**config.mk**
```make
export PLATFORM = sky130hd
export DESIGN_NAME = axis_supervision
export DESIGN_NICKNAME = d
export VERILOG_FILES = /design/src/include/axis_supervision_pkg.sv /design/src/hdl/axis_supervision.sv
export VERILOG_INCLUDE_DIRS = /design/src /design/src/include
export SDC_FILE = /design/constraint.sdc
export NUM_CORES = 2
export LEC_CHECK = 0
export ABC_AREA = 0
export BUFFER_PORTS_ARGS = -buffer_cell sky130_fd_sc_hd__buf_2
export CORE_ASPECT_RATIO = 0.8
export CORE_MARGIN = 5
export CORE_UTILIZATION = 50
export CTS_BUF_LIST = sky130_fd_sc_hd__clkbuf_8
export DETAILED_ROUTE_END_ITERATION = 6
export PLACE_DENSITY = 0.72
export SLEW_MARGIN = 25
export SYNTH_ARGS = -nofsm -noshare
export SYNTH_HDL_FRONTEND = slang
export SYNTH_SLANG_ARGS = --single-unit
```
**constraint.sdc**
```tcl
create_clock -name i_clk_sys -period 6.5 [get_ports i_clk_sys]
set_input_delay 1.3 -clock i_clk_sys [delete_from_list [all_inputs] [get_ports i_clk_sys]]
set_output_delay 1.3 -clock i_clk_sys [all_outputs]
set_load 0.005 [all_outputs]
```
**src/include/axis_supervision_regs.svh**
```systemverilog
/*
  register indices, field positions, reset values and timing counts of the
  axis supervision block.
  assumes: included by bare name; a byte address is four times an index.
*/
`ifndef AXIS_SUPERVISION_REGS_SVH
`define AXIS_SUPERVISION_REGS_SVH

// ----------------------------------------------------------------------
// per-axis register indices
// ----------------------------------------------------------------------
`define IDX_FULL_STEPS      10'h0CA
`define IDX_FREEWHEEL       10'h0CC
`define IDX_LOAD            10'h0CE
`define IDX_STICKY_ERR      10'h0CF
`define IDX_DRV_FAULT       10'h0D0
`define IDX_ENC_COUNT       10'h0D1
`define IDX_ENC_RES         10'h0D2
`define IDX_MAX_DEV         10'h0D4
`define IDX_GROUP           10'h0D5
`define IDX_PD_DELAY        10'h0D6
`define IDX_SHAFT_INV       10'h0FB
`define IDX_UNIT_MODE       10'h0FF
// ----------------------------------------------------------------------
// block-wide interrupt registers
// ----------------------------------------------------------------------
`define IDX_IRQ_STATUS      10'h100
`define IDX_IRQ_ENABLE      10'h101
`define IDX_IRQ_CLEAR       10'h102

// ----------------------------------------------------------------------
// fields and reset values
// ----------------------------------------------------------------------
`define ERR_STALL_BIT       0
`define ERR_DEV_BIT         1
`define FULL_STEPS_RST      16'h00C8
`define FREEWHEEL_RST       2'h0
`define ENC_RES_RST         16'h0000
`define MAX_DEV_RST         16'h0000
`define GROUP_RST           8'h00
`define PD_DELAY_RST        9'h0C8
`define SHAFT_INV_RST       1'h0
`define UNIT_MODE_RST       1'h1

// ----------------------------------------------------------------------
// timing
// ----------------------------------------------------------------------
`define CLK_HZ              10000000
`define PD_UNIT_MS          10
`define PD_UNIT_CYCLES      ((`PD_UNIT_MS * `CLK_HZ) / 1000)

`endif

```
**src/include/axis_supervision_pkg.sv**
```systemverilog
/*
  types shared by the axis supervision block.
  assumes: compiled before the design module; never imported.
*/
package axis_supervision_pkg;

  // ----------------------------------------------------------------------
  // motion commands
  // ----------------------------------------------------------------------
  typedef enum logic [2:0] {
    no_cmd                = 3'b000,
    rotate_right_cmd      = 3'b001,
    rotate_left_cmd       = 3'b010,
    motor_halt_cmd        = 3'b011,
    move_to_position_cmd  = 3'b100,
    reference_search_cmd  = 3'b101
  } motion_cmd_e;

  // command entering the block, addressed to one axis
  typedef struct packed {
    logic        valid;
    logic [1:0]  axis;
    motion_cmd_e code;
  } motion_req_s;

  // command leaving the block towards one axis
  typedef struct packed {
    logic        valid;
    motion_cmd_e code;
  } axis_cmd_s;

  // static configuration of one axis
  typedef struct packed {
    logic [15:0] full_steps;
    logic [15:0] enc_res;
    logic [1:0]  freewheel;
    logic        shaft_inv;
    logic        unit_pps;
  } axis_cfg_s;

  // bus slave phase
  typedef enum logic {
    bus_idle = 1'b0,
    bus_ack  = 1'b1
  } bus_state_e;

endpackage : axis_supervision_pkg

```
**src/hdl/axis_supervision.sv**
```systemverilog
/*
  per-axis supervision parameters: resolutions, load readout, sticky errors,
  driver faults, encoder counting and deviation stop, group command fan-out,
  standstill power-down, shaft reversal, unit mode and an interrupt.
  assumes: single 10 MHz clock, synchronous reset, avalon-mm master on the
  same clock, driver and encoder pins asynchronous to it.
*/
// Notes on behaviour
// - full-step count, 16-bit rw, default 200
// - read-only load value, 0 to 1023
// - error flags stall=1 deviation=2, clear on read
// - any motion command clears the error flags
// - fault bit0 stall, bit1 overtemperature shutdown
// - fault bit2 temperature pre-warning
// - fault bit3 phase a short to ground
// - encoder counts per revolution, 16-bit rw
// - deviation above maximum halts the motor
// - maximum deviation zero disables supervision
// - same nonzero group gets the same command
// - group zero excludes the axis
// - standstill delay in 10 ms units, then standby
// - power-down delay defaults to 200 units
// - one bit reverses shaft direction
// - unit mode 0 internal, 1 pulses per second
// - unit mode defaults to 1
`include "axis_supervision_regs.svh"

module axis_supervision #(
  parameter int unsigned NUM_AXES    = 3,
  parameter int unsigned TICK_CYCLES = `PD_UNIT_CYCLES
) (
  input  wire logic                                         i_clk_sys,
  input  wire logic                                         i_sys_rst,
  // avalon-mm slave, byte address
  input  wire logic [13:0]                                  i_avs_address,
  input  wire logic                                         i_avs_read,
  input  wire logic                                         i_avs_write,
  input  wire logic [31:0]                                  i_avs_writedata,
  input  wire logic [3:0]                                   i_avs_byteenable,
  output logic      [31:0]                                  o_avs_readdata,
  output logic                                              o_avs_waitrequest,
  // motion side, same clock
  input  wire axis_supervision_pkg::motion_req_s            i_cmd,
  input  wire logic [NUM_AXES-1:0][31:0]                    i_cmd_pos,
  input  wire logic [NUM_AXES-1:0]                          i_standstill,
  output axis_supervision_pkg::axis_cmd_s [NUM_AXES-1:0]    o_axis_cmd,
  output axis_supervision_pkg::axis_cfg_s [NUM_AXES-1:0]    o_axis_cfg,
  output logic      [NUM_AXES-1:0]                          o_power_down,
  // driver and encoder pins, asynchronous
  input  wire logic [NUM_AXES-1:0][9:0]                     i_load_pin,
  input  wire logic [NUM_AXES-1:0][7:0]                     i_fault_pin,
  input  wire logic [NUM_AXES-1:0]                          i_enc_a,
  input  wire logic [NUM_AXES-1:0]                          i_enc_b,
  // interrupt
  output logic                                              o_irq
);

  // ----------------------------------------------------------------------
  // helpers
  // ----------------------------------------------------------------------
  // merge write data into an old word under byte enables
  function automatic logic [31:0] be_merge(input logic [31:0] old_v,
                                           input logic [31:0] new_v,
                                           input logic [3:0]  be);
    logic [31:0] res;
    res = old_v;
    for (int i = 0; i < 4; i++) begin
      if (be[i]) begin
        res[i*8 +: 8] = new_v[i*8 +: 8];
      end
    end
    return res;
  endfunction : be_merge

  // does a write at this index hit
  function automatic logic idx_hit(input logic [9:0] idx, input logic [9:0] want);
    return idx == want;
  endfunction : idx_hit

  // ----------------------------------------------------------------------
  // bus slave: one wait cycle, then answer
  // ----------------------------------------------------------------------
  axis_supervision_pkg::bus_state_e bus_state;   // idle or answering
  axis_supervision_pkg::bus_state_e next_bus_state;
  wire logic        bus_req  = i_avs_read | i_avs_write;   // request present
  wire logic        bus_done = bus_req & (bus_state == axis_supervision_pkg::bus_ack);
  wire logic        wr_ok    = bus_done & i_avs_write;     // write takes effect
  wire logic        rd_ok    = bus_done & i_avs_read;      // read completes
  wire logic [9:0]  a_idx    = i_avs_address[11:2];        // register index
  wire logic [1:0]  a_axis   = i_avs_address[13:12];       // axis field
  logic [31:0]      rd_mux;                                // selected read value

  assign next_bus_state    = (bus_req & ~bus_done) ? axis_supervision_pkg::bus_ack
                                                   : axis_supervision_pkg::bus_idle;
  assign o_avs_waitrequest = bus_req & ~bus_done;

  // bus phase and read data capture
  always_ff @(posedge i_clk_sys) begin
    if (i_sys_rst) begin
      bus_state      <= axis_supervision_pkg::bus_idle;
      o_avs_readdata <= 32'h0000_0000;
    end else begin
      case (bus_state)
        axis_supervision_pkg::bus_idle: begin
          if (i_avs_read) begin
            o_avs_readdata <= rd_mux;
          end
        end
        axis_supervision_pkg::bus_ack:  begin
        end
        default: begin
        end
      endcase
      bus_state <= next_bus_state;
    end
  end

  // ----------------------------------------------------------------------
  // group command fan-out and power-down prescaler
  // ----------------------------------------------------------------------
  logic [7:0]  group_id [NUM_AXES];        // per-axis group index
  logic [31:0] rd_axis  [NUM_AXES];        // per-axis read value
  logic [NUM_AXES-1:0] stall_set;          // stall event per axis
  logic [NUM_AXES-1:0] dev_trip;           // deviation stop per axis
  logic [31:0] tick_cnt;                   // 10 ms prescaler
  wire logic   pd_tick = (tick_cnt == TICK_CYCLES - 1);
  wire logic [7:0] src_group = (i_cmd.axis < NUM_AXES) ? group_id[i_cmd.axis] : 8'h00;

  // prescaler for the standstill delay unit
  always_ff @(posedge i_clk_sys) begin
    if (i_sys_rst || pd_tick) begin
      tick_cnt <= 32'h0000_0000;
    end else begin
      tick_cnt <= tick_cnt + 32'h0000_0001;
    end
  end

  // ----------------------------------------------------------------------
  // interrupt: sticky status, enable, write-one-to-clear
  // ----------------------------------------------------------------------
  localparam int unsigned IRQ_W = 2 * NUM_AXES;
  logic [IRQ_W-1:0] irq_status;            // sticky events
  logic [IRQ_W-1:0] irq_enable;            // mask
  logic [IRQ_W-1:0] irq_events;            // this cycle's events
  wire logic glob_sel = wr_ok & (a_axis == 2'h0);
  wire logic [IRQ_W-1:0] irq_clr = (glob_sel & idx_hit(a_idx, `IDX_IRQ_CLEAR))
                                   ? i_avs_writedata[IRQ_W-1:0] : '0;

  // status bits set over clear, enable written by software
  always_ff @(posedge i_clk_sys) begin
    if (i_sys_rst) begin
      irq_status <= '0;
      irq_enable <= '0;
    end else begin
      irq_status <= (irq_status & ~irq_clr) | irq_events;
      if (glob_sel && idx_hit(a_idx, `IDX_IRQ_ENABLE)) begin
        irq_enable <= i_avs_writedata[IRQ_W-1:0];
      end
    end
  end
  assign o_irq = |(irq_status & irq_enable);

  // ----------------------------------------------------------------------
  // read selection
  // ----------------------------------------------------------------------
  wire logic [31:0] rd_glob =
      (a_idx == `IDX_IRQ_STATUS) ? 32'(irq_status) :
      (a_idx == `IDX_IRQ_ENABLE) ? 32'(irq_enable) : 32'h0000_0000;
  wire logic glob_idx = (a_idx == `IDX_IRQ_STATUS) || (a_idx == `IDX_IRQ_ENABLE);
  assign rd_mux = glob_idx ? ((a_axis == 2'h0) ? rd_glob : 32'h0000_0000)
                : (a_axis < NUM_AXES) ? rd_axis[a_axis] : 32'h0000_0000;

  // ----------------------------------------------------------------------
  // per-axis logic
  // ----------------------------------------------------------------------
  for (genvar a = 0; a < NUM_AXES; a++) begin : g_axis
    logic [15:0] full_steps;          // full steps per revolution
    logic [1:0]  freewheel;           // standstill option
    logic [15:0] enc_res;             // encoder counts per revolution
    logic [15:0] max_dev;             // deviation limit, zero is off
    logic [8:0]  pd_delay;            // standstill delay, 10 ms units
    logic        shaft_inv;           // direction reversal
    logic        unit_pps;            // velocity unit mode
    logic [1:0]  err_flags;           // sticky stall and deviation
    logic [31:0] enc_count;           // signed encoder position
    logic [9:0]  load_s1, load_s2;    // load value synchroniser
    logic [7:0]  fault_s1, fault_s2;  // fault byte synchroniser
    logic [1:0]  enc_s1, enc_s2;      // encoder pin synchroniser
    logic [1:0]  enc_prev;            // previous synced encoder state
    logic        stall_prev;          // stall level one cycle ago
    logic        dev_over_q;          // deviation level one cycle ago
    logic [8:0]  pd_cnt;              // standstill unit counter
    logic [7:0]  group_reg;           // group index storage
    logic [9:0]  load_s3;             // third load stage, for agreement
    logic [9:0]  load_val;            // load word once two samples agree
    localparam logic [1:0] AX = 2'(a); // this axis as an address field

    wire logic sel    = wr_ok & (a_axis == AX);
    wire logic [31:0] wdata = i_avs_writedata;
    // command reaching this axis, directly or through its group
    wire logic cmd_hit = i_cmd.valid && (i_cmd.code != axis_supervision_pkg::no_cmd)
                         && ((i_cmd.axis == AX)
                         || ((group_id[a] != 8'h00) && (group_id[a] == src_group)));
    // deviation between commanded and encoder position
    wire logic [31:0] diff    = i_cmd_pos[a] - enc_count;
    wire logic [31:0] absdiff = diff[31] ? (32'h0000_0000 - diff) : diff;
    wire logic dev_over = (max_dev != 16'h0000) && (absdiff > {16'h0000, max_dev});
    wire logic clr_read = rd_ok && (a_axis == AX) && (a_idx == `IDX_STICKY_ERR);
    wire logic [1:0] err_set = {dev_trip[a], stall_set[a]};
    wire logic enc_step = (enc_s2[1] ^ enc_prev[1]) | (enc_s2[0] ^ enc_prev[0]);
    wire logic enc_up   = enc_s2[1] ^ enc_prev[0];
    // byte-lane merges of the wider registers
    wire logic [31:0] m_steps = be_merge({16'h0000, full_steps}, wdata, i_avs_byteenable);
    wire logic [31:0] m_res   = be_merge({16'h0000, enc_res}, wdata, i_avs_byteenable);
    wire logic [31:0] m_dev   = be_merge({16'h0000, max_dev}, wdata, i_avs_byteenable);
    wire logic [31:0] m_delay = be_merge({23'h00_0000, pd_delay}, wdata, i_avs_byteenable);

    assign stall_set[a] = fault_s2[0] & ~stall_prev;
    assign dev_trip[a]  = dev_over & ~dev_over_q;
    assign irq_events[2*a +: 2] = err_set;
    assign group_id[a]  = group_reg;

    // readable value at the selected index
    assign rd_axis[a] =
        (a_idx == `IDX_FULL_STEPS) ? {16'h0000, full_steps} :
        (a_idx == `IDX_FREEWHEEL)  ? {30'h0000_0000, freewheel} :
        (a_idx == `IDX_LOAD)       ? {22'h00_0000, load_val} :
        (a_idx == `IDX_STICKY_ERR) ? {30'h0000_0000, err_flags} :
        (a_idx == `IDX_DRV_FAULT)  ? {24'h00_0000, fault_s2} :
        (a_idx == `IDX_ENC_COUNT)  ? enc_count :
        (a_idx == `IDX_ENC_RES)    ? {16'h0000, enc_res} :
        (a_idx == `IDX_MAX_DEV)    ? {16'h0000, max_dev} :
        (a_idx == `IDX_GROUP)      ? {24'h00_0000, group_reg} :
        (a_idx == `IDX_PD_DELAY)   ? {23'h00_0000, pd_delay} :
        (a_idx == `IDX_SHAFT_INV)  ? {31'h0000_0000, shaft_inv} :
        (a_idx == `IDX_UNIT_MODE)  ? {31'h0000_0000, unit_pps} : 32'h0000_0000;

    // pin synchronisers, two stages each
    always_ff @(posedge i_clk_sys) begin
      load_s1  <= i_load_pin[a];
      load_s2  <= load_s1;
      fault_s1 <= i_fault_pin[a];
      fault_s2 <= fault_s1;
      enc_s1   <= {i_enc_a[a], i_enc_b[a]};
      enc_s2   <= enc_s1;
    end

    // load word: taken only when two samples agree, so a word caught in
    // mid-change never mixes bits of two values
    always_ff @(posedge i_clk_sys) begin
      load_s3 <= load_s2;
      if (load_s2 == load_s3) begin
        load_val <= load_s3;
      end
    end

    // software-written configuration
    always_ff @(posedge i_clk_sys) begin
      if (i_sys_rst) begin
        full_steps <= `FULL_STEPS_RST;
        freewheel  <= `FREEWHEEL_RST;
        enc_res    <= `ENC_RES_RST;
        max_dev    <= `MAX_DEV_RST;
        group_reg  <= `GROUP_RST;
        pd_delay   <= `PD_DELAY_RST;
        shaft_inv  <= `SHAFT_INV_RST;
        unit_pps   <= `UNIT_MODE_RST;
      end else if (sel) begin
        if (idx_hit(a_idx, `IDX_FULL_STEPS)) full_steps <= m_steps[15:0];
        if (idx_hit(a_idx, `IDX_FREEWHEEL))  freewheel  <= wdata[1:0];
        if (idx_hit(a_idx, `IDX_ENC_RES))    enc_res    <= m_res[15:0];
        if (idx_hit(a_idx, `IDX_MAX_DEV))    max_dev    <= m_dev[15:0];
        if (idx_hit(a_idx, `IDX_GROUP))      group_reg  <= wdata[7:0];
        if (idx_hit(a_idx, `IDX_PD_DELAY))   pd_delay   <= m_delay[8:0];
        if (idx_hit(a_idx, `IDX_SHAFT_INV))  shaft_inv  <= wdata[0];
        if (idx_hit(a_idx, `IDX_UNIT_MODE))  unit_pps   <= wdata[0];
      end
    end

    // encoder counter: software write wins over a pin step
    always_ff @(posedge i_clk_sys) begin
      if (i_sys_rst) begin
        enc_count <= 32'h0000_0000;
        enc_prev  <= 2'h0;
      end else begin
        enc_prev <= enc_s2;
        if (sel && idx_hit(a_idx, `IDX_ENC_COUNT)) begin
          enc_count <= be_merge(enc_count, wdata, i_avs_byteenable);
        end else if (enc_step) begin
          enc_count <= enc_up ? enc_count + 32'h0000_0001
                              : enc_count - 32'h0000_0001;
        end
      end
    end

    // sticky error flags: events set over read or command clear
    always_ff @(posedge i_clk_sys) begin
      if (i_sys_rst) begin
        err_flags  <= 2'h0;
        stall_prev <= 1'b0;
        dev_over_q <= 1'b0;
      end else begin
        stall_prev <= fault_s2[0];
        dev_over_q <= dev_over;
        err_flags  <= ((clr_read || cmd_hit) ? 2'h0 : err_flags) | err_set;
      end
    end

    // outgoing command: a deviation halt takes the slot
    always_ff @(posedge i_clk_sys) begin
      if (i_sys_rst) begin
        o_axis_cmd[a] <= '{valid: 1'b0, code: axis_supervision_pkg::no_cmd};
      end else if (dev_trip[a]) begin
        o_axis_cmd[a] <= '{valid: 1'b1, code: axis_supervision_pkg::motor_halt_cmd};
      end else if (cmd_hit) begin
        o_axis_cmd[a] <= '{valid: 1'b1, code: i_cmd.code};
      end else begin
        o_axis_cmd[a] <= '{valid: 1'b0, code: axis_supervision_pkg::no_cmd};
      end
    end

    // standstill timer, counted in 10 ms ticks
    always_ff @(posedge i_clk_sys) begin
      if (i_sys_rst || !i_standstill[a]) begin
        pd_cnt          <= 9'h000;
        o_power_down[a] <= 1'b0;
      end else if (pd_cnt >= pd_delay) begin
        o_power_down[a] <= 1'b1;
      end else if (pd_tick) begin
        pd_cnt <= pd_cnt + 9'h001;
      end
    end

    assign o_axis_cfg[a] = '{full_steps: full_steps, enc_res: enc_res,
                             freewheel: freewheel, shaft_inv: shaft_inv,
                             unit_pps: unit_pps};

    // ----------------------------------------------------------------------
    // checks
    // ----------------------------------------------------------------------
    chk_steps_default: assert property (@(posedge i_clk_sys)
      $fell(i_sys_rst) |-> (full_steps == `FULL_STEPS_RST))
      else $error("full step default wrong");
    chk_pd_default: assert property (@(posedge i_clk_sys)
      $fell(i_sys_rst) |-> (pd_delay == `PD_DELAY_RST))
      else $error("power-down delay default wrong");
    chk_unit_default: assert property (@(posedge i_clk_sys)
      $fell(i_sys_rst) |-> unit_pps)
      else $error("unit mode default wrong");
    chk_err_read_clear: assert property (@(posedge i_clk_sys) disable iff (i_sys_rst)
      (clr_read && (err_set == 2'h0)) |=> (err_flags == 2'h0))
      else $error("error flags survived a read");
    chk_err_cmd_clear: assert property (@(posedge i_clk_sys) disable iff (i_sys_rst)
      (cmd_hit && (err_set == 2'h0)) |=> (err_flags == 2'h0))
      else $error("error flags survived a command");
    chk_dev_flag: assert property (@(posedge i_clk_sys) disable iff (i_sys_rst)
      dev_trip[a] |=> err_flags[`ERR_DEV_BIT])
      else $error("deviation flag not set");
    chk_dev_halt: assert property (@(posedge i_clk_sys) disable iff (i_sys_rst)
      dev_trip[a] |=> (o_axis_cmd[a].valid
                       && (o_axis_cmd[a].code == axis_supervision_pkg::motor_halt_cmd)))
      else $error("deviation did not halt the motor");
    chk_dev_disabled: assert property (@(posedge i_clk_sys) disable iff (i_sys_rst)
      (max_dev == 16'h0000) |-> !dev_over)
      else $error("supervision active with zero limit");
    chk_group_fanout: assert property (@(posedge i_clk_sys) disable iff (i_sys_rst)
      (i_cmd.valid && (i_cmd.code != axis_supervision_pkg::no_cmd) && (group_id[a] != 8'h00)
       && (group_id[a] == src_group)) |=> o_axis_cmd[a].valid)
      else $error("group member missed a command");
    chk_group_zero: assert property (@(posedge i_clk_sys) disable iff (i_sys_rst)
      (i_cmd.valid && (i_cmd.axis != AX) && (group_id[a] == 8'h00) && !dev_trip[a])
      |=> !o_axis_cmd[a].valid)
      else $error("ungrouped axis took a foreign command");
    chk_pd_timing: assert property (@(posedge i_clk_sys) disable iff (i_sys_rst)
      $rose(o_power_down[a]) |-> ($past(pd_cnt) >= pd_delay) && $past(i_standstill[a]))
      else $error("power-down before the delay ran out");
  end : g_axis

endmodule : axis_supervision

```
==> run_results.csv <==
group,metric,value,unit
outcome,outcome,"complete, but fails checks",
outcome,violations,"design-rule violations",
synth,synthesis.nets,5278,
layout,largest_reg_flops,96,
clock_network,cts_tree,"built",
timing,fin_ws,345,ps
timing,rsz0062_at_grt,"false",
placement,dp_slack,-475,ps
setup_path,worstSetupStartpointType,"primary input",
setup_path,worstPathMaxFanout,10,
timing,slew_violations,0,
clock_network,cts_root_buffer,"clkbuf_8",
placement,post_dp_cell_area,42500,um2
synth,ys.warnings.count,0,
floorplanning,die_area,82700,um2
layout,area_delta_synth_final,16.1,%
pwr,pwr-share-clk,0.197,
layout,layout-drive-gt1-share,0.157,
grt,grt_pass1_vias,36041,
timing,final-setup-viol-count,0,
layout,instances_no_fill,6356,
timing,slew_headroom,0.245,
clock_network,cts_hold_buffers,0,
timing,tns,0,ps
placement,hpwlAfterDp,112000,um
floorplanning,core_area,76700,um2
drt,drt_iter0_drc,4961,
pwr,seqPwrFrac,0.248,
drt,drc_errors,5,
clock_network,insertion_delay,760,ps
drt,vias,39512,
floorplanning,boundaryPins,376,
synth,yosys_most_used_dff,"dfxtp_1",
drt,totalWireLength,147000,um
clock_network,htreeDepth,3,
min_path,holdPathEnd,"g_axis[1].enc_s2[0]",
setup_path,cp.required,7110,ps
timing,fmax,162,MHz
placement,placed_cells,6164,
setup_path,r2r_cells,28,
setup_path,crit_arrival,6760,ps
layout,fin_nets,5735,
synth,synth-edff-count,30,
pwr,power_density,409,nW/um2
pwr,vdd.ir_drop.worst,0.000222,V
grt,gr-usage-all-layers,0.335,
timing,finalCriticalPeriod,6160,ps
timing,hold_slack,308,ps
min_path,holdPathStages,0,
pwr,power_frac_comb,0.555,
layout,final_common_cell,"dfxtp_1",
drt,wl_per_cell,23.2,um
synth,ys_async_sr_fraction,0,
grt,grt_max_degree,115,
placement,io_buffer_count,373,
floorplanning,die-width,320,um
synth,synth_area_per_cell,8.04,um2
pwr,power_leakage,18.5,nW
clock_network,cts_buffers,102,
synth,yosysSeqAreaShare,0.330,
grt,antenna_found_initial,18,
clock_network,cts.sinks,620,
clock_network,cts_buffer_depth,3,
pwr,p_int,10.5,mW
clock_network,post_cts_buffers,0,
synth,netlist_area,38500,um2
timing,post-route-period-util,0.947,
min_path,hold_path.class,"flop to flop",
layout,final_cell_mix,"590 x dfxtp_1, 507 x nand2_1, 445 x nor2_1, 444 x a21oi_1, 372 x buf_2",
timing,finalClockSkew,53.7,ps
drt,dr.pass1.iters,7,
layout,design_area,44700,um2
layout,finalCoreUtilization,0.582,
pwr,finalPower,18.3,mW
setup_path,endpoint_kind,"flop",
layout,regMostFlops,"g_axis.enc_count",
placement,routabilityCongestion,1.01,
drt,via_per_inst,6.22,
pwr,netSwitchingPower,7.84,mW
pwr,switching_share,0.429,
setup_path,r2r_slack,450,ps
grt,gr-total-overflow,0,
synth,syn_inst,4788,
synth,synth.distinct_cells,93,
setup_path,critPathKind,"primary input to flop",
drt,ant_nets,0,
job,cap_violations,0,
floorplanning,fp-row-count,91,
floorplanning,die_h,258,um
layout,nFillCells,7041,
setup_path,reg2reg_to,"o_axis_cmd[7]",
min_path,min_from,"g_axis[1].enc_s1[0]",
setup_path,r2r-start,"g_axis[1].enc_count[8]",
grt,grt_pass1_wl,217000,um
floorplanning,initial_core_util,0.502,
timing,tightest_slew,1130,ps
timing,hold_viol,0,
clock_network,path_clk_slew,60,ps
clock_network,cts_resized,0,
synth,ys_seq_elements,620,
==> per-layer routing <==
layer	GRT usage	vias up	wire length [um]
met5	0	-	74
met4	0.134	14	7040
met3	0.102	426	19000
met2	0.491	2268	60500
met1	0.460	18478	60600
li1	-	18326	-
==> synth_stat cells, drive strengths merged, types with 70 or more instances <==
| cell type | count | area [um2] |
|---|---|---|
| o21ai | 266 | 1330 |
| nand2 | 508 | 1910 |
| mux2i | 116 | 1160 |
| a22oi | 99 | 743 |
| a21oi | 445 | 2230 |
| ha | 265 | 3320 |
| clkbuf | 206 | 773 |
| a21o | 120 | 901 |
| xnor2 | 169 | 1480 |
| nor2 | 455 | 1710 |
| xor2 | 112 | 981 |
| dfxtp | 590 | 11800 |
| nand3 | 130 | 651 |
| nand4 | 73 | 457 |
| inv | 230 | 863 |
| nor3 | 70 | 355 |
==> critical path: stages <==
cell,delay [ps]
buf_2,100
ha_1,310
a21o_1,210
a21o_1,190
a2111oi_1,430
o211a_1,260
o31a_1,170
o21a_1,190
o21a_1,210
xor2_2,210
buf_4,220
a21oi_1,70
xnor2_1,210
ha_1,270
a21o_1,160
a21o_1,160
a21o_1,160
a21oi_1,140
nor2b_1,60
a2111oi_1,330
a221oi_1,220
a31oi_1,190
and3b_1,180
o2111ai_1,160
nor4_2,210
buf_4,190
or3_4,180
nand2_1,70
==> power groups by stage <==
stage                     Combinational (mW)  Sequential [mW]  Clock (mW)
after floorplan                         7.25             4.42           0
after global placement                  9.68             4.59           0
after detailed placement                9.82             4.60           0
after CTS                               9.90             4.52        3.64
after global routing                    11.1             4.55        3.82
final                                   10.2             4.54        3.61
==> logic make-up after synthesis <==
family,Yosys count,synth area share
compound gates,1450,0.245
xor+xnor,281,0.0639
fa+ha+maj,271,0.0892
buf+inv,458,0.0453
flops,620,0.330
mux,127,0.0334
simple gates,1581,0.192
==> area by class of cell <==
type	instances	area, um2	area share
clock buffer	140	1930	0.0431
timing repair buffer	581	3440	0.0769
sequential	620	12700	0.284
multi-input combinational	3710	24200	0.541
tap	1023	1280	0.0286
antenna	11	27.5	0.000616
inverter	230	863	0.0193
clock inverter	41	253	0.00566
==> worst max-delay path by stage <==
stage	to	slack [ps]	cells past startpoint	start
global route	g_axis[0].err_flags[1]	9	29	i_cmd_pos[1]
global placement	o_axis_cmd[7]	-250	28	i_cmd_pos[40]
finish	o_axis_cmd[3]	340	28	i_cmd_pos[12]
floorplan	g_axis[0].err_flags[1]	3	29	i_cmd_pos[3]
detailed placement	g_axis[0].err_flags[1]	-480	28	i_cmd_pos[12]
CTS	o_axis_cmd[3]	270	28	i_cmd_pos[12]
Note: power is estimated with default switching activity, not from simulation.
